### config.mk
export PLATFORM = sky130hd
export DESIGN_NAME = static_mem_ctrl
export DESIGN_NICKNAME = d
export VERILOG_FILES = /design/src/shared/static_mem_pkg.sv /design/src/logic/sync_stage.sv /design/src/logic/mem_clock_gen.sv /design/src/logic/static_mem_ctrl.sv
export SDC_FILE = /design/constraint.sdc
export NUM_CORES = 1
export LEC_CHECK = 0
export BUFFER_PORTS_ARGS = -buffer_cell sky130_fd_sc_hd__buf_2
export CORE_MARGIN = 2
export CORE_UTILIZATION = 56
export CTS_CLUSTER_DIAMETER = 80
export DETAILED_ROUTE_END_ITERATION = 12
export GPL_TIMING_DRIVEN = 0
export PLACE_DENSITY = 0.8
export SYNTH_ARGS = -nofsm -noshare
export SYNTH_HDL_FRONTEND = slang
export SYNTH_SLANG_ARGS = --single-unit
### constraint.sdc
create_clock -name clk -period 3.45 [get_ports clk]
set_input_delay 0.5175 -clock clk [delete_from_list [all_inputs] [get_ports clk]]
set_output_delay 0.5175 -clock clk [all_outputs]
set_load 0.005 [all_outputs]
### src/shared/static_mem_pkg.sv
package static_mem_pkg;

	// ------------------------------------------------------------
	// memory kinds and host sizes
	// ------------------------------------------------------------
	localparam logic [1:0] MEM_SRAM  = 2'h0;	// asynchronous sram / rom
	localparam logic [1:0] MEM_PSRAM = 2'h1;	// pseudo static ram
	localparam logic [1:0] MEM_NOR   = 2'h2;	// nor flash
	localparam logic [1:0] SIZE_8    = 2'h0;	// byte access
	localparam logic [1:0] SIZE_16   = 2'h1;	// half word access
	localparam logic [1:0] SIZE_32   = 2'h2;	// word access, split in two

	// ------------------------------------------------------------
	// bank decode and address field positions
	// ------------------------------------------------------------
	localparam logic [1:0] BANK_SEL_1 = 2'h0;	// host bits 27:26 for select 1
	localparam logic [1:0] BANK_SEL_4 = 2'h3;	// host bits 27:26 for select 4
	localparam int BANK_MSB  = 27;			// top bit of bank field
	localparam int BANK_LSB  = 26;			// low bit of bank field
	localparam int HADDR_MSB = 23;			// top host bit issued

	// ------------------------------------------------------------
	// timing counts in bus clock cycles, sync latency in memory clocks
	// ------------------------------------------------------------
	localparam logic [7:0] ADDR_SETUP_CYCLES = 8'h02;	// address phase
	localparam logic [7:0] ADDR_HOLD_CYCLES  = 8'h02;	// muxed address hold
	localparam logic [7:0] DATA_SETUP_CYCLES = 8'h04;	// strobe low phase
	localparam logic [7:0] TURN_CYCLES       = 8'h01;	// bus turnaround
	localparam logic [7:0] SYNC_LATENCY      = 8'h02;	// memory clocks to data
	localparam logic [3:0] CLK_DIV           = 4'h4;	// bus clocks per mem clock
	localparam logic [3:0] CLK_HALF          = 4'h2;	// mem clock low part

	// ------------------------------------------------------------
	// access state machine
	// ------------------------------------------------------------
	typedef enum logic [8:0] {
		S_IDLE    = 9'h001,
		S_ADDR    = 9'h002,
		S_MUXHOLD = 9'h004,
		S_DATA    = 9'h008,
		S_TURN    = 9'h010,
		S_SADDR   = 9'h020,
		S_SLAT    = 9'h040,
		S_SBEAT   = 9'h080,
		S_SPARE   = 9'h100
	} access_e;

	typedef struct packed {
		access_e     state;	// access phase
		logic [7:0]  cnt;	// phase cycle counter
		logic [22:0] waddr;	// word address
		logic [31:0] wdata;	// host write data
		logic [31:0] rdata;	// gathered read data
		logic        write;	// access direction
		logic [1:0]  size;	// host size
		logic        half;	// second half word
		logic        cs4;	// sub bank 4 chosen
		logic [1:0]  lanes;	// byte lanes wanted, high active
		logic        clk_en;	// memory clock running
		logic        resp_valid;
		logic        resp_error;
		logic        cs1_n;
		logic        cs4_n;
		logic        oe_n;
		logic        we_n;
		logic        adv_n;
		logic [1:0]  lanes_n;
		logic [7:0]  a_hi;
		logic        a0;
		logic [15:0] dout;
		logic        d_oe_n;
	} access_s;

	localparam access_s ACCESS_RESET = '{
		state: S_IDLE, cnt: 8'h00, waddr: 23'h000000, wdata: 32'h00000000,
		rdata: 32'h00000000, write: 1'b0, size: 2'h0, half: 1'b0, cs4: 1'b0,
		lanes: 2'h0, clk_en: 1'b0, resp_valid: 1'b0, resp_error: 1'b0,
		cs1_n: 1'b1, cs4_n: 1'b1, oe_n: 1'b1, we_n: 1'b1, adv_n: 1'b1,
		lanes_n: 2'h3, a_hi: 8'h00, a0: 1'b0, dout: 16'h0000, d_oe_n: 1'b1
	};

	typedef struct packed {
		logic [3:0] cnt;	// divider phase
		logic       mem_clk;	// clock level
		logic       rise;	// clock just went high
		logic       fall;	// clock just went low
	} divider_s;

	localparam divider_s DIVIDER_RESET = '{cnt: 4'h0, mem_clk: 1'b0, rise: 1'b0, fall: 1'b0};

endpackage

### src/logic/sync_stage.sv
`timescale 1ns/1ps
module sync_stage
	import static_mem_pkg::*;
#(
	parameter int WIDTH = 1
) (
	// clock and reset
	input  wire logic             clk,
	input  wire logic             resetn,
	// pins in, synchronised out
	input  wire logic [WIDTH-1:0] pin_in,
	input  wire logic [WIDTH-1:0] reset_val,
	output logic      [WIDTH-1:0] sync_out
);

	// ------------------------------------------------------------
	// two flop chain, first stage read only by the second
	// ------------------------------------------------------------
	typedef struct packed {
		logic [WIDTH-1:0] meta;	// may be metastable
		logic [WIDTH-1:0] safe;	// settled copy
	} chain_s;

	chain_s q;	// registered state
	chain_s next_q;	// next state

	// shift one stage per edge
	always_comb begin
		next_q      = q;
		next_q.meta = pin_in;
		next_q.safe = q.meta;
	end

	// reset to zero; idle level is applied by the caller
	always_ff @(posedge clk or negedge resetn) begin
		if (!resetn) begin
			q <= '0;
		end else begin
			q <= next_q;
		end
	end

	// safe stage, inverted by the caller's idle level mask
	assign sync_out = q.safe ^ reset_val;

endmodule // sync_stage

### src/logic/mem_clock_gen.sv
`timescale 1ns/1ps
module mem_clock_gen
	import static_mem_pkg::*;
(
	// clock and reset
	input  wire logic clk,
	input  wire logic resetn,
	// control
	input  wire logic en,
	// memory clock and edge marks
	output logic      mem_clk,
	output logic      rise,
	output logic      fall
);

	// ------------------------------------------------------------
	// divider, held low while no burst runs
	// ------------------------------------------------------------
	divider_s q;	// registered state
	divider_s next_q;	// next state

	// count phases; clock is a flop so it moves on bus clock edges only
	always_comb begin
		next_q      = q;
		next_q.rise = 1'b0;
		next_q.fall = 1'b0;
		if (!en) begin
			// stopped clock parks low
			next_q.cnt     = 4'h0;
			next_q.mem_clk = 1'b0;
		end else begin
			next_q.cnt     = (q.cnt == CLK_DIV - 4'h1) ? 4'h0 : q.cnt + 4'h1;
			next_q.mem_clk = (next_q.cnt >= CLK_HALF);
			next_q.rise    = next_q.mem_clk && !q.mem_clk;
			next_q.fall    = !next_q.mem_clk && q.mem_clk;
		end
	end

	// state register
	always_ff @(posedge clk or negedge resetn) begin
		if (!resetn) begin
			q <= DIVIDER_RESET;
		end else begin
			q <= next_q;
		end
	end

	assign mem_clk = q.mem_clk;
	assign rise    = q.rise;
	assign fall    = q.fall;

endmodule // mem_clock_gen

### src/logic/static_mem_ctrl.sv
// Behaviour
// - strobes, selects, lanes, wait are low active
// - non-muxed: only high address and bit0
// - two chip selects, 1 and 4, shared lines
// - muxed: low address and data share bus
// - drive low active address valid strobe
// - memory wait low stalls the transfer
// - memory clock runs only in bursts
// - lane 1 upper byte, lane 0 lower
// - 16-bit word addressed, 8+16 address lines
// - 32-bit access becomes two 16-bit accesses, or two beats of one burst
// - no asynchronous page reads
// - byte lanes qualify byte and sram accesses
// - refuse asynchronous byte writes to nor
// - no sync byte reads, sync writes psram
// - outputs move on bus clock rising edge
// - sync write data moves on clock fall
// - host bits 27:26 pick select 1 or 4
// - host bits 23:1 form word address
`timescale 1ns/1ps
module static_mem_ctrl
	import static_mem_pkg::*;
(
	// clock and reset
	input  wire logic        clk,
	input  wire logic        resetn,
	// configuration levels
	input  wire logic [1:0]  cfg_mem_type,
	input  wire logic        cfg_muxed,
	input  wire logic        cfg_sync,
	input  wire logic        cfg_wait_en,
	// host request
	input  wire logic        req_valid,
	output logic             req_ready,
	input  wire logic        req_write,
	input  wire logic [1:0]  req_size,
	input  wire logic [27:0] req_addr,
	input  wire logic [31:0] req_wdata,
	// host answer
	output logic             resp_valid,
	output logic             resp_error,
	output logic [31:0]      resp_rdata,
	// memory control pins
	output logic             mem_clk,
	output logic             bank_select_n_1,
	output logic             bank_select_n_4,
	output logic             output_strobe_n,
	output logic             write_strobe_n,
	output logic             address_valid_n,
	output logic [1:0]       byte_lane_enable_n,
	input  wire logic        memory_stall_n,
	// memory address and data pins
	output logic [7:0]       addr_high,
	output logic             addr_bit0,
	input  wire logic [15:0] data_in,
	output logic [15:0]      data_out,
	output logic             data_oe_n
);

	// ------------------------------------------------------------
	// pin synchronisers and memory clock
	// ------------------------------------------------------------
	logic        stall_n_sync;	// wait pin, settled
	logic [15:0] data_sync;	// read data pins, settled
	logic        clk_rise;	// memory clock went high
	logic        clk_fall;	// memory clock went low
	logic        stall;	// memory asks to wait

	// idle level of wait is high, so the chain is seeded inverted
	sync_stage #(.WIDTH(1)) u_stall_sync (
		.clk       (clk),
		.resetn    (resetn),
		.pin_in    (~memory_stall_n),
		.reset_val (1'b1),
		.sync_out  (stall_n_sync)
	);

	// read data needs setup of two bus clocks before strobe release
	sync_stage #(.WIDTH(16)) u_data_sync (
		.clk       (clk),
		.resetn    (resetn),
		.pin_in    (data_in),
		.reset_val (16'h0000),
		.sync_out  (data_sync)
	);

	access_s q;	// registered state
	access_s next_q;	// next state

	mem_clock_gen u_clock (
		.clk     (clk),
		.resetn  (resetn),
		.en      (q.clk_en),
		.mem_clk (mem_clk),
		.rise    (clk_rise),
		.fall    (clk_fall)
	);

	assign stall = cfg_wait_en && !stall_n_sync;

	// ------------------------------------------------------------
	// request screening
	// ------------------------------------------------------------
	logic [1:0] req_bank;	// host bank field
	logic       req_bad;	// access refused
	logic       is_nor;	// nor flash attached
	logic       is_sram;	// sram or rom attached
	logic       req_byte;	// byte sized request

	always_comb begin
		req_bank = req_addr[BANK_MSB:BANK_LSB];
		is_nor   = (cfg_mem_type == MEM_NOR);
		is_sram  = (cfg_mem_type == MEM_SRAM);
		req_byte = (req_size == SIZE_8);
		req_bad  = 1'b0;
		// only the two sub banks decode
		if (req_bank != BANK_SEL_1 && req_bank != BANK_SEL_4) begin
			req_bad = 1'b1;
		end
		if (req_size != SIZE_8 && req_size != SIZE_16 && req_size != SIZE_32) begin
			req_bad = 1'b1;
		end
		// byte writes would corrupt a nor word
		if (is_nor && !cfg_sync && req_write && req_byte) begin
			req_bad = 1'b1;
		end
		// bursts: no byte reads, writes on psram only, none on sram
		if (cfg_sync && (is_sram || (!req_write && req_byte) || (req_write && is_nor))) begin
			req_bad = 1'b1;
		end
	end

	// ------------------------------------------------------------
	// access sequencer; page reads are never issued, one word per address except 32-bit bursts
	// ------------------------------------------------------------
	logic        more;	// second half still to go
	logic [15:0] cur_word;	// write half for this beat
	logic        active;	// a select is low

	always_comb begin
		next_q            = q;
		next_q.resp_valid = 1'b0;
		next_q.resp_error = 1'b0;
		more              = (q.size == SIZE_32) && !q.half;
		case (q.state)
			S_IDLE: begin
				if (req_valid) begin
					next_q.write = req_write;
					next_q.size  = req_size;
					next_q.wdata = req_wdata;
					next_q.waddr = req_addr[HADDR_MSB:1];
					next_q.half  = 1'b0;
					next_q.rdata = 32'h00000000;
					next_q.cs4   = (req_bank == BANK_SEL_4);
					// byte picks one lane, sram always lane qualified
					if (req_byte) begin
						next_q.lanes = req_addr[0] ? 2'h2 : 2'h1;
					end else begin
						next_q.lanes = 2'h3;
					end
					if (req_bad) begin
						next_q.resp_valid = 1'b1;
						next_q.resp_error = 1'b1;
					end else if (cfg_sync) begin
						next_q.state = S_SADDR;
					end else begin
						next_q.state = S_ADDR;
						next_q.cnt   = ADDR_SETUP_CYCLES;
					end
				end
			end
			S_ADDR: begin
				if (q.cnt > 8'h01) begin
					next_q.cnt = q.cnt - 8'h01;
				end else if (cfg_muxed) begin
					next_q.state = S_MUXHOLD;
					next_q.cnt   = ADDR_HOLD_CYCLES;
				end else begin
					next_q.state = S_DATA;
					next_q.cnt   = DATA_SETUP_CYCLES;
				end
			end
			S_MUXHOLD: begin
				if (q.cnt > 8'h01) begin
					next_q.cnt = q.cnt - 8'h01;
				end else begin
					next_q.state = S_DATA;
					next_q.cnt   = DATA_SETUP_CYCLES;
				end
			end
			S_DATA: begin
				if (stall) begin
					next_q.cnt = q.cnt;
				end else if (q.cnt > 8'h01) begin
					next_q.cnt = q.cnt - 8'h01;
				end else begin
					// sample before the strobe rises
					if (!q.write) begin
						if (q.half) begin
							next_q.rdata = {data_sync, q.rdata[15:0]};
						end else begin
							next_q.rdata = {q.rdata[31:16], data_sync};
						end
					end
					next_q.state = S_TURN;
					next_q.cnt   = TURN_CYCLES;
				end
			end
			S_TURN: begin
				if (q.cnt > 8'h01) begin
					next_q.cnt = q.cnt - 8'h01;
				end else if (more) begin
					// second half word, next word address
					next_q.half  = 1'b1;
					next_q.waddr = q.waddr + 23'h000001;
					next_q.state = S_ADDR;
					next_q.cnt   = ADDR_SETUP_CYCLES;
				end else begin
					next_q.state      = S_IDLE;
					next_q.resp_valid = 1'b1;
				end
			end
			S_SADDR: begin
				// memory latches the address on a rising clock
				if (clk_rise) begin
					next_q.state = S_SLAT;
					next_q.cnt   = SYNC_LATENCY;
				end
			end
			S_SLAT: begin
				if (clk_rise) begin
					if (q.cnt > 8'h01) begin
						next_q.cnt = q.cnt - 8'h01;
					end else begin
						next_q.state = S_SBEAT;
					end
				end
			end
			S_SBEAT: begin
				// a beat passes on a rising clock unless the memory waits
				if (clk_rise && !stall) begin
					if (!q.write) begin
						if (q.half) begin
							next_q.rdata = {data_sync, q.rdata[15:0]};
						end else begin
							next_q.rdata = {q.rdata[31:16], data_sync};
						end
					end
					if (more) begin
						next_q.half = 1'b1;
					end else begin
						next_q.state = S_TURN;
						next_q.cnt   = TURN_CYCLES;
					end
				end
			end
			default: begin
				next_q.state = S_IDLE;
			end
		endcase

		// pins follow the next state so all of them are flops
		active          = (next_q.state != S_IDLE) && (next_q.state != S_TURN);
		next_q.cs1_n    = !(active && !next_q.cs4);
		next_q.cs4_n    = !(active && next_q.cs4);
		next_q.adv_n    = !(next_q.state == S_ADDR || next_q.state == S_SADDR);
		next_q.a_hi     = {1'b0, next_q.waddr[22:16]};
		next_q.a0       = next_q.waddr[0];
		next_q.lanes_n  = active ? ~next_q.lanes : 2'h3;
		next_q.clk_en   = (next_q.state == S_SADDR) || (next_q.state == S_SLAT)
				|| (next_q.state == S_SBEAT);
		next_q.oe_n     = !(!next_q.write && (next_q.state == S_DATA
				|| next_q.state == S_SLAT || next_q.state == S_SBEAT));
		next_q.we_n     = !(next_q.write && (next_q.state == S_DATA
				|| (next_q.clk_en && next_q.state != S_SADDR)));
		cur_word        = next_q.half ? next_q.wdata[31:16] : next_q.wdata[15:0];
		next_q.d_oe_n   = 1'b1;
		if (cfg_muxed && (next_q.state == S_ADDR || next_q.state == S_MUXHOLD
				|| next_q.state == S_SADDR)) begin
			// low address rides the shared bus
			next_q.dout   = next_q.waddr[15:0];
			next_q.d_oe_n = 1'b0;
		end else if (next_q.write && next_q.state == S_DATA) begin
			next_q.dout   = cur_word;
			next_q.d_oe_n = 1'b0;
		end else if (next_q.write && (next_q.state == S_SLAT || next_q.state == S_SBEAT)) begin
			// burst write data moves only after a falling clock
			if (clk_fall) begin
				next_q.dout = cur_word;
			end
			next_q.d_oe_n = 1'b0;
		end
	end

	// ------------------------------------------------------------
	// state register; every pin changes on the rising bus clock
	// ------------------------------------------------------------
	always_ff @(posedge clk or negedge resetn) begin
		if (!resetn) begin
			q <= ACCESS_RESET;
		end else begin
			q <= next_q;
		end
	end

	assign req_ready          = (q.state == S_IDLE);
	assign resp_valid         = q.resp_valid;
	assign resp_error         = q.resp_error;
	assign resp_rdata         = q.rdata;
	assign bank_select_n_1    = q.cs1_n;
	assign bank_select_n_4    = q.cs4_n;
	assign output_strobe_n    = q.oe_n;
	assign write_strobe_n     = q.we_n;
	assign address_valid_n    = q.adv_n;
	assign byte_lane_enable_n = q.lanes_n;
	assign addr_high          = q.a_hi;
	assign addr_bit0          = q.a0;
	assign data_out           = q.dout;
	assign data_oe_n          = q.d_oe_n;
endmodule // static_mem_ctrl

==> impl_metrics.csv, run 1 <==
group,metric,value,unit
synthesis,yosys.area_share.simple,0.208,
timing,setup_tns,0,ns
power_and_ir_drop,seq_power_share,0.466,
route,drtIter0Drc,547,
clock_network,postCtsHoldBufs,0,
synthesis,async_flop_share,1.00,
synthesis,ys_types,82,
die,die_height,129,um
worst_setup_path,cp_max_fo,10,
synthesis,yosys_warnings,0,
die,core_area,0.0153,mm^2
route,wl_per_cell,17.1,um
power_and_ir_drop,p_switching,1480,uW
flow_run,maxCapViolCount,0,
synthesis,synth_top_family_by_area,"simple AND/OR/NAND/NOR gates",
timing,skew,0.00872,ns
clock_network,path_clk_slew,0.07,ns
die,std_cell_rows,45,
power_and_ir_drop,p_sw_frac,0.276,
finish,area_delta_synth_final,19.6,%
timing,fin_crit,3.43,ns
clock_network,worstSkewPairLatency,0.43,ns
synthesis,syn_area_per_cell,9.70,um^2
finish,drive_above_1_share,0.295,
worst_setup_path,cp-start-kind,"flop",
finish,diodes,0,
timing,max-slew-margin-rel,0.516,
clock_network,cts_tree,"yes",
place,dp_hpwl,16.2,mm
finish,final_cell_mix,"229 x nand2_1, 170 x dfrtp_1, 158 x buf_2, 62 x buf_4, 62 x o21ai_0",
place,gp_congestion,0.953,
clock_network,clockBufferDepth,2,
global_route,grt-ovfl-total,0,
global_route,antenna_found_initial,0,
power_and_ir_drop,powerDensity,511,mW/mm^2
global_route,track_usage,0.276,
die,die_area,0.0167,mm^2
synthesis,synth_fa_ha_area_frac,0.00857,
synthesis,yosys.area.top_type_share,0.485,
global_route,grt_max_degree,118,
worst_setup_path,worstSetupEndpoint,"data_out[13]$_DFFE_PN0P_",
synthesis,synth.area.top_cells,"dfrtp_1 49%, nand2_1 9.8%, buf_4 5.2%",
worst_setup_path,crit_type,"flop to flop",
die,num_io_pins,157,
worst_setup_path,r2r_end,"data_out[13]$_DFFE_PN0P_",
place,numPortBuffers,153,
worst_setup_path,cp.arrival,3.75,ns
status,status,"completed",
power_and_ir_drop,p_leak,0.00504,uW
synthesis,yosys.area.top_type,"dfrtp_1",
power_and_ir_drop,max-vdd-ir-drop,0.000364,V
timing,period_share,0.994,
synthesis,yosys.area_share.xor_xnor,0.00600,
synthesis,synth_cells,903,
global_route,grt_pass1_wl,35.7,mm
min_path,hold_class,"input port to asynchronous set/reset pin",
power_and_ir_drop,internal_power,3880,uW
power_and_ir_drop,pwr-share-clk,0.375,
route,viasPerCell,5.56,
synthesis,syn_area,0.00876,mm^2
clock_network,htree_levels,4,
timing,worst_hold_slack,0.0230,ns
clock_network,cts_num_sinks,179,
die,die_w,129,um
worst_setup_path,worstReg2RegStart,"q[139]$_DFF_PN0_",
synthesis,synth_ff_type,"dfrtp_1",
timing,max_freq,292,MHz
route,num_vias,7232,
power_and_ir_drop,pwr-share-comb,0.160,
synthesis,ys_seq_area_frac,0.512,
synthesis,synth-edff-count,0,
worst_setup_path,reg2reg_slack,0.02,ns
timing,tightest_slew,0.720,ns
clock_network,cts_root_buffer,"clkbuf_16",
route,routed_wirelength,22.2,mm
timing,setup_viol,0,
finish,final_common_cell,"nand2_1",
synthesis,synthMuxAreaShare,0.0631,
worst_setup_path,crit_start,"q[139]$_DFF_PN0_",
route,drc,0,
global_route,grt_pass1_vias,7039,
timing,rsz0062_at_grt,"yes",
synthesis,synth-compound-area-share,0.125,
synthesis,synth_seq_cells,179,
route,antenna_left,0,
timing,hold_viol,0,
timing,drv_slew,0,
die,initial_core_util,0.574,
finish,num-nets-final,1171,
worst_setup_path,reg2reg_depth,9,
clock_network,cts_buffers,17,
worst_setup_path,required,3.77,ns
worst_setup_path,worstSetupEndpointType,"flop",
route,first_pass_iters,5,
[synthesized netlist by cell type, types with 8 or more instances]
master    count
nand3_1      20
o21ai_0      62
a31oi_1       8
nand2_1     229
inv_1        11
o311ai_0      8
nand4_1      10
nor3_1       20
clkbuf_1     30
buf_4        61
nor2b_1       9
nor2_1       39
mux2_2       34
mux2i_1      11
a21oi_1      18
o21ai_1       9
dfstp_2       9
dfrtp_1     170
and3_1       11
[per-stage QoR]
| step | setup WS, ns | cells | area [um^2] | power [uW] | util |
|---|---|---|---|---|---|
| after floorplan | 0.605 | 904 | 8770 | 3020 | - |
| after global placement | -0.919 | 1268 | 9800 | 3340 | 0.642 |
| after detailed placement | -0.197 | 1269 | 9830 | 3380 | 0.645 |
| after CTS | 0.00107 | 1300 | 10500 | 5370 | 0.685 |
| after global routing | -0.0861 | 1301 | 10500 | 5600 | 0.687 |
| final | 0.0206 | 1301 | 10500 | 5360 | 0.687 |
[power by group through the flow]
stage	Clock [uW]	Combinational [uW]	Sequential (uW)
after floorplan	0	545	2470
after global placement	0	824	2520
after detailed placement	0	849	2530
after CTS	2020	860	2490
after global routing	2130	944	2520
final	2010	856	2490
[state kept, by name, summed over array words and instances, names as in the netlist, named ones only]
name                 count
u_clock.q                4
write_strobe_n           1
resp_valid               1
u_data_sync.q           16
u_data_sync.next_q      16
u_stall_sync.q           1
u_stall_sync.next_q      1
resp_error               1
q                       73
output_strobe_n          1
data_out                16
resp_rdata              32
bank_select_n_4          1
u_clock.fall             1
data_oe_n                1
u_clock.mem_clk          1
address_valid_n          1
u_clock.rise             1
bank_select_n_1          1
byte_lane_enable_n       2
[worst min-delay path by stage]
| stage | from | end | slack [ns] | cells after the start |
|---|---|---|---|---|
| global placement | u_data_sync.next_q[9]$_DFF_PN0_ | u_data_sync.q[9]$_DFF_PN0_ | 0.33 | 0 |
| floorplan | resetn | asynchronous set/reset pin | 0.22 | 0 |
| global route | resetn | data_out[7]$_DFFE_PN0P_ | 0.05 | 1 |
| CTS | resetn | q[105]$_DFF_PN0_ | 0.03 | 1 |
| finish | resetn | q[105]$_DFF_PN0_ | 0.02 | 1 |
| detailed placement | u_data_sync.next_q[13]$_DFF_PN0_ | u_data_sync.q[13]$_DFF_PN0_ | 0.33 | 0 |
[kinds of logic after synthesis]
logic type / count (synthesis)
simple gates: 389
flops: 179
compound gates: 161
buf+inv: 112
mux: 49
fa+ha+maj: 6
xor+xnor: 6
other cells: 1
[critical path: stages (launching register included)]
cell and delay (ns):
dfrtp_1 0.37, buf_6 0.14, nor4_4 0.59, nand3_1 0.42, nor2_1 0.46, o221ai_4 0.29, buf_6 0.24, mux2_4 0.30
mux2_4 0.25, mux2_2 0.26
[routing by layer]
metal  track usage  up-vias  routed length (um)
met4        0.0914        0                 551
met2         0.448      305               10700
li1              -     3431                   -
met1         0.379     3451                9480
met3        0.0516       45                1480
met5             0        -                   0
[what timing repair did]
action / CTS / global route
buffers inserted: 0 / 1
pin swaps: 0 / 2
gates resized for setup: 0 / 3
setup endpoints to repair: 23 / 27
gates cloned: 0 / 1
[final cells by class]
cell class	count	area, um^2
plain buffers	98	619
clock buffers	18	429
clock inverters	14	193
fillers	1235	4780
inverters	12	45.0
multi-input cells	614	3630
flip-flops and latches	179	4490
well taps	211	264
repair buffers	155	811
Power figures use the tool's default switching activity.
==> run 2: changes to the inputs <==
--- a/config.mk
+++ b/config.mk
@@ -11,2 +11,3 @@
 export CTS_CLUSTER_DIAMETER = 80
+export CTS_CLUSTER_SIZE = 14
 export DETAILED_ROUTE_END_ITERATION = 12
==> constraint.sdc (replaced) <==
create_clock -name clk -period 3.45 [get_ports clk]
set_input_delay 0 -clock clk [delete_from_list [all_inputs] [get_ports clk]]
set_output_delay 0 -clock clk [all_outputs]
set_load 0.005 [all_outputs]
==> impl_metrics.csv, run 2 (synthesis gave the netlist of run 1 again) <==
group,metric,value,unit
status,status,"completed",
route,drc,0,
clock_network,cts_root_buffer,"clkbuf_16",
route,wl_per_cell,17.9,um
die,core_area,0.0153,mm^2
die,std_cell_rows,45,
worst_setup_path,crit_start,"q[144]$_DFF_PN0_",
worst_setup_path,crit_type,"flop to flop",
finish,final_common_cell,"nand2_1",
timing,max_freq,293,MHz
power_and_ir_drop,max-vdd-ir-drop,0.000388,V
finish,regMostFlops,"q",
global_route,grt_pass1_vias,7784,
global_route,grt_max_degree,118,
clock_network,path_clk_slew,0.07,ns
worst_setup_path,cp_max_fo,10,
global_route,antenna_found_initial,0,
die,die_height,129,um
die,die_area,0.0167,mm^2
timing,setup_tns,0,ns
finish,largest_register_ffs,73,
timing,hold_viol,0,
global_route,grt-ovfl-total,0,
min_path,min_path_cells,3,
worst_setup_path,reg2reg_depth,8,
place,numPortBuffers,153,
power_and_ir_drop,p_leak,0.00536,uW
timing,rsz0062_at_grt,"yes",
worst_setup_path,r2r_end,"q[104]$_DFF_PN0_",
finish,final_core_util,0.737,
clock_network,clockBufferDepth,2,
worst_setup_path,worstSetupEndpoint,"q[104]$_DFF_PN0_",
route,num_vias,7753,
timing,skew,0.0121,ns
clock_network,worstSkewPairLatency,0.44,ns
die,num_io_pins,157,
timing,tightest_slew,0.710,ns
finish,area_delta_synth_final,28.3,%
timing,setup_viol,0,
worst_setup_path,worstSetupEndpointType,"flop",
global_route,track_usage,0.304,
timing,drv_slew,0,
worst_setup_path,reg2reg_slack,0.04,ns
place,dp_hpwl,16.2,mm
clock_network,htree_levels,4,
die,initial_core_util,0.574,
timing,period_share,0.989,
timing,fin_crit,3.41,ns
place,pre_cts_slack,-0.197,ns
die,die_w,129,um
flow_run,maxCapViolCount,0,
finish,fillers,1073,
route,drtIter0Drc,600,
clock_network,cts_buffers,17,
finish,final_cell_mix,"229 x nand2_1, 170 x dfrtp_1, 158 x buf_2, 75 x dlygate4sd3_1, 63 x buf_4",
worst_setup_path,required,3.78,ns
place,gp_congestion,0.953,
power_and_ir_drop,powerDensity,486,mW/mm^2
clock_network,cts_tree,"yes",
finish,drive_above_1_share,0.278,
timing,max-slew-margin-rel,0.523,
route,first_pass_iters,6,
worst_setup_path,worstReg2RegStart,"q[144]$_DFF_PN0_",
worst_setup_path,cp.arrival,3.74,ns
global_route,grt_pass1_wl,39.2,mm
route,routed_wirelength,24.7,mm
timing,setup_slack,0.0369,ns
min_path,hold_class,"input port to flop",
clock_network,cts_num_sinks,179,
finish,num-nets-final,1247,
route,viasPerCell,5.63,
worst_setup_path,cp-start-kind,"flop",
route,antenna_left,0,
-- run 2: cell types whose count changed in the layout (fill, tap and decap cells not counted), sizes merged --
cell,previous run,this run
dlygate4sd3,0,75
buf,224,225
diode,0,1
-- run 2: report_power, final --
group	internal, uW	switching, uW
Sequential	2330	173
Clock	1110	911
Combinational	502	443
Total	3940	1530
-- run 2: area by class of cell --
| type | instances | area [um^2] | share of cell area |
|---|---|---|---|
| Sequential cell | 179 | 4490 | 0.399 |
| Timing Repair Buffer | 231 | 1570 | 0.140 |
| Tap cell | 211 | 264 | 0.0235 |
| Clock buffer | 18 | 429 | 0.0382 |
| Buffer | 98 | 619 | 0.0551 |
| Antenna cell | 1 | 2.50 | 0.000223 |
| Inverter | 12 | 45.0 | 0.00401 |
| Clock inverter | 14 | 193 | 0.0171 |
| Multi-Input combinational cell | 614 | 3630 | 0.323 |
-- run 2: critical path, cell delays in order (launching register included) --
cell and delay (ns):
dfrtp_1 0.51, nor3_1 0.65, nand4_2 0.51, clkbuf_1 0.40
clkbuf_1 0.30, clkbuf_1 0.35, clkbuf_1 0.34, nand2_1 0.17
nand2_1 0.07
-- run 2: through the flow --
step | cells | instance area [um^2] | hold WS (ns) | power (uW)
after floorplan | 904 | 8770 | -0.296 | 3020
after global placement | 1268 | 9800 | 0.108 | 3340
after detailed placement | 1269 | 9830 | -0.0293 | 3380
after CTS | 1375 | 11200 | 0.00845 | 5440
after global routing | 1377 | 11200 | 0.0244 | 5700
final | 1378 | 11200 | 0.0101 | 5460
-- run 2: worst min path at each step --
stage | start | end | slack, ns
6_report | req_addr[5] | q[111]$_DFF_PN0_ | 0.01
3_5_place_dp | resetn | q[91]$_DFF_PN0_ | -0.03
2_1_floorplan | resetn | asynchronous set/reset pin | -0.30
3_3_place_gp | data_in[9] | u_data_sync.next_q[9]$_DFF_PN0_ | 0.11
4_1_cts | req_addr[7] | q[113]$_DFF_PN0_ | 0.008
5_1_grt | req_addr[5] | q[111]$_DFF_PN0_ | 0.02
-- run 2: repair_timing --
| item | in CTS | in global routing |
|---|---|---|
| setup endpoints to repair | 23 | 28 |
| setup buffers | 0 | 2 |
| hold endpoints to repair | 144 | 0 |
| gates resized for setup | 0 | 4 |
| pin swaps | 0 | 2 |
| cloned | 0 | 1 |
| hold buffers | 75 | 0 |
-- run 2: metal layers --
metal / routed length, um / GRT usage / part of all wire / vias up
met1: 9880 / 0.387 / 0.40 / 3727
met2: 12200 / 0.505 / 0.49 / 361
li1: - / - / - / 3592
met4: 939 / 0.140 / 0.038 / 0
met5: 0 / 0 / 0 / -
met3: 1690 / 0.0611 / 0.069 / 73
==> run 3: changes to the inputs <==
- ABC_AREA: unset -> 1
- CORE_UTILIZATION: 56 -> 57
- PLACE_DENSITY: 0.8 -> 0.81
==> impl_metrics.csv, run 3 <==
group,metric,value,unit
synthesis,yosys.area.top_type_share,0.463,
place,dp_hpwl,17.2,mm
finish,area_delta_synth_final,26.4,%
timing,setup_viol,0,
clock_network,worstSkewPairLatency,0.43,ns
route,met1_length,10.2,mm
finish,largest_register_ffs,73,
synthesis,netlist_top_cells_count,"423 x nand2_1, 170 x dfrtp_1, 83 x nand3_1, 82 x inv_1, 74 x o21ai_0",
clock_network,cts_num_sinks,179,
global_route,track_usage,0.303,
global_route,grt-ovfl-total,0,
worst_setup_path,crit_type,"flop to flop",
die,std_cell_rows,46,
route,viasPerCell,5.26,
route,num_vias,8581,
place,numPortBuffers,152,
finish,fillers,1167,
power_and_ir_drop,pwr-share-comb,0.248,
clock_network,htree_levels,4,
global_route,antenna_found_initial,0,
timing,fin_crit,2.52,ns
timing,rsz0062_at_grt,"no",
worst_setup_path,reg2reg_slack,0.93,ns
timing,tightest_slew,0.737,ns
min_path,min_to,"q[122]$_DFF_PN0_",
clock_network,path_clk_slew,0.07,ns
finish,final_common_cell,"nand2_1",
status,status,"completed",
power_and_ir_drop,max-vdd-ir-drop,0.000403,V
synthesis,yosys_warnings,0,
finish,final_cell_mix,"423 x nand2_1, 171 x buf_2, 170 x dfrtp_1, 83 x nand3_1, 82 x inv_1",
route,met2_length,12.1,mm
worst_setup_path,cp-start-kind,"flop",
synthesis,synth.area.top_cells,"dfrtp_1 46%, nand2_1 17%, buf_4 5.0%",
min_path,hold_class,"input port to flop",
synthesis,syn_area_per_cell,7.98,um^2
worst_setup_path,worstReg2RegStart,"q[130]$_DFFE_PN0P_",
finish,final_cell_area,0.0116,mm^2
timing,max-slew-margin-rel,0.509,
synthesis,synth_seq_cells,179,
route,wl_per_cell,15.3,um
clock_network,postCtsHoldBufs,76,
worst_setup_path,reg2reg_depth,15,
synthesis,synth_cells,1153,
clock_network,cts_root_buffer,"clkbuf_16",
global_route,grt_pass1_vias,8378,
power_and_ir_drop,p_switching,1940,uW
power_and_ir_drop,internal_power,4110,uW
power_and_ir_drop,pwr-share-clk,0.325,
die,die_height,131,um
route,dr.max_layer_used,"met4",
min_path,worstHoldStart,"req_addr[16]",
die,num_io_pins,157,
route,routed_wirelength,24.9,mm
global_route,grt_pass1_wl,40.2,mm
clock_network,cts_tree,"yes",
worst_setup_path,r2r_end,"data_out[15]$_DFFE_PN0P_",
power_and_ir_drop,p_leak,0.00619,uW
clock_network,clockBufferDepth,2,
min_path,min_path_cells,5,
die,initial_core_util,0.581,
timing,hold_viol,0,
finish,multi_input_area,0.00371,mm^2
worst_setup_path,worstSetupEndpointType,"flop",
finish,drive_above_1_share,0.228,
finish,register_area,0.00449,mm^2
worst_setup_path,cp_max_fo,10,
die,die_area,0.0172,mm^2
worst_setup_path,required,3.81,ns
timing,setup_tns,0,ns
global_route,grt_max_degree,100,
synthesis,synth-edff-count,0,
finish,num-nets-final,1496,
synthesis,yosys.area.top_type,"dfrtp_1",
worst_setup_path,cp.arrival,2.88,ns
synthesis,ys_seq_area_frac,0.488,
synthesis,synth_ff_type,"dfrtp_1",
synthesis,syn_area,0.00920,mm^2
route,antenna_left,0,
synthesis,ys_types,48,
power_and_ir_drop,powerDensity,520,mW/mm^2
die,die_w,131,um
synthesis,async_flop_share,1.00,
timing,max_freq,397,MHz
finish,regMostFlops,"q",
clock_network,cts_setup_buffers,0,
route,drc,0,
timing,skew,0.0136,ns
route,met3_length,1.83,mm
place,gp_congestion,0.925,
power_and_ir_drop,p_sw_frac,0.320,
clock_network,post_cts_resize_count,0,
synthesis,synth.most_common_cell,"nand2_1",
finish,diodes,0,
route,first_pass_iters,5,
route,drtIter0Drc,530,
power_and_ir_drop,seq_power_share,0.427,
die,core_area,0.0158,mm^2
timing,period_share,0.729,
flow_run,maxCapViolCount,0,
timing,drv_slew,0,
place,placed_area,0.0103,mm^2
clock_network,cts_buffers,17,
==> run 3: changes by cell type after synthesis, moves of 11 or more <==
cell	delta
mux2i_1	-11
buf_2	+14
a21oi_1	-14
nand3_1	+63
nor2_1	+16
nand4_1	+24
o21ai_0	+12
mux2_2	-34
inv_1	+71
nand2_1	+194
clkbuf_1	-22
==> run 3: power groups by stage <==
stage / Combinational [uW] / Clock (uW) / Sequential (uW)
3_3_place_gp: 1350 / 0 / 2590
6_report: 1500 / 1960 / 2580
3_5_place_dp: 1380 / 0 / 2610
2_1_floorplan: 947 / 0 / 2560
5_1_grt: 1670 / 2080 / 2610
4_1_cts: 1470 / 1980 / 2570
==> run 3: stage by stage <==
stage,hold slack (ns),total power [uW],util,setup WS [ns],cells
2_1_floorplan,-0.296,3500,-,1.40,1154
3_3_place_gp,0.109,3940,0.646,-0.353,1522
3_5_place_dp,0.0813,3990,0.649,0.993,1523
4_1_cts,0.0164,6020,0.735,0.962,1631
5_1_grt,0.0263,6360,0.735,0.770,1631
6_report,0.0380,6050,0.735,0.933,1631
==> run 3: cells by family after synthesis <==
| logic type | count (synthesis) | synth area share |
|---|---|---|
| AND/OR/NAND/NOR | 647 | 0.309 |
| AO/OA/AOI/OAI | 116 | 0.0718 |
| flip-flops | 179 | 0.488 |
| adder cells (fa/ha/maj) | 6 | 0.00816 |
| other | 1 | 0.000408 |
| buffers and inverters | 189 | 0.108 |
| XOR/XNOR | 15 | 0.0143 |
==> run 3: routing by layer <==
metal	vias up	GRT usage
met2	388	0.512
met1	3972	0.383
met4	0	0.123
met3	70	0.0623
li1	4151	-
met5	-	0
==> run 3: layout make-up <==
cell class,count,share of cell area
plain buffers,97,0.0558
clock inverters,13,0.0126
clock buffers,19,0.0389
flip-flops and latches,179,0.386
repair buffers,229,0.134
inverters,92,0.0299
multi-input cells,786,0.319
well taps,216,0.0232
==> run 3: worst max-delay path, cell delays in order, from the launching register on <==
cell and delay (ns):
dfrtp_1 0.42, inv_1 0.09, ha_1 0.24, nor2_1 0.08, nor2_2 0.19, nand3_1 0.10
nor2_1 0.34, buf_2 0.31, nand4_1 0.11, nand2_1 0.09, nand2_1 0.05, nand2_1 0.15
nand3_1 0.10, nand2_1 0.08, nand2_1 0.04, nand2_1 0.05
==> run 3: worst max-delay path by stage <==
stage / startpoint / endpoint / slack, ns / cells after the start
after global placement: resetn / u_data_sync.q[10]$_DFF_PN0_ / -0.35 / 1
after CTS: q[130]$_DFFE_PN0P_ / data_out[15]$_DFFE_PN0P_ / 0.96 / 15
after floorplan: q[130]$_DFFE_PN0P_ / data_out[5]$_DFFE_PN0P_ / 1.40 / 13
final: q[130]$_DFFE_PN0P_ / data_out[15]$_DFFE_PN0P_ / 0.93 / 15
after global routing: q[130]$_DFFE_PN0P_ / data_out[8]$_DFFE_PN0P_ / 0.77 / 16
after detailed placement: q[130]$_DFFE_PN0P_ / data_out[15]$_DFFE_PN0P_ / 0.99 / 15
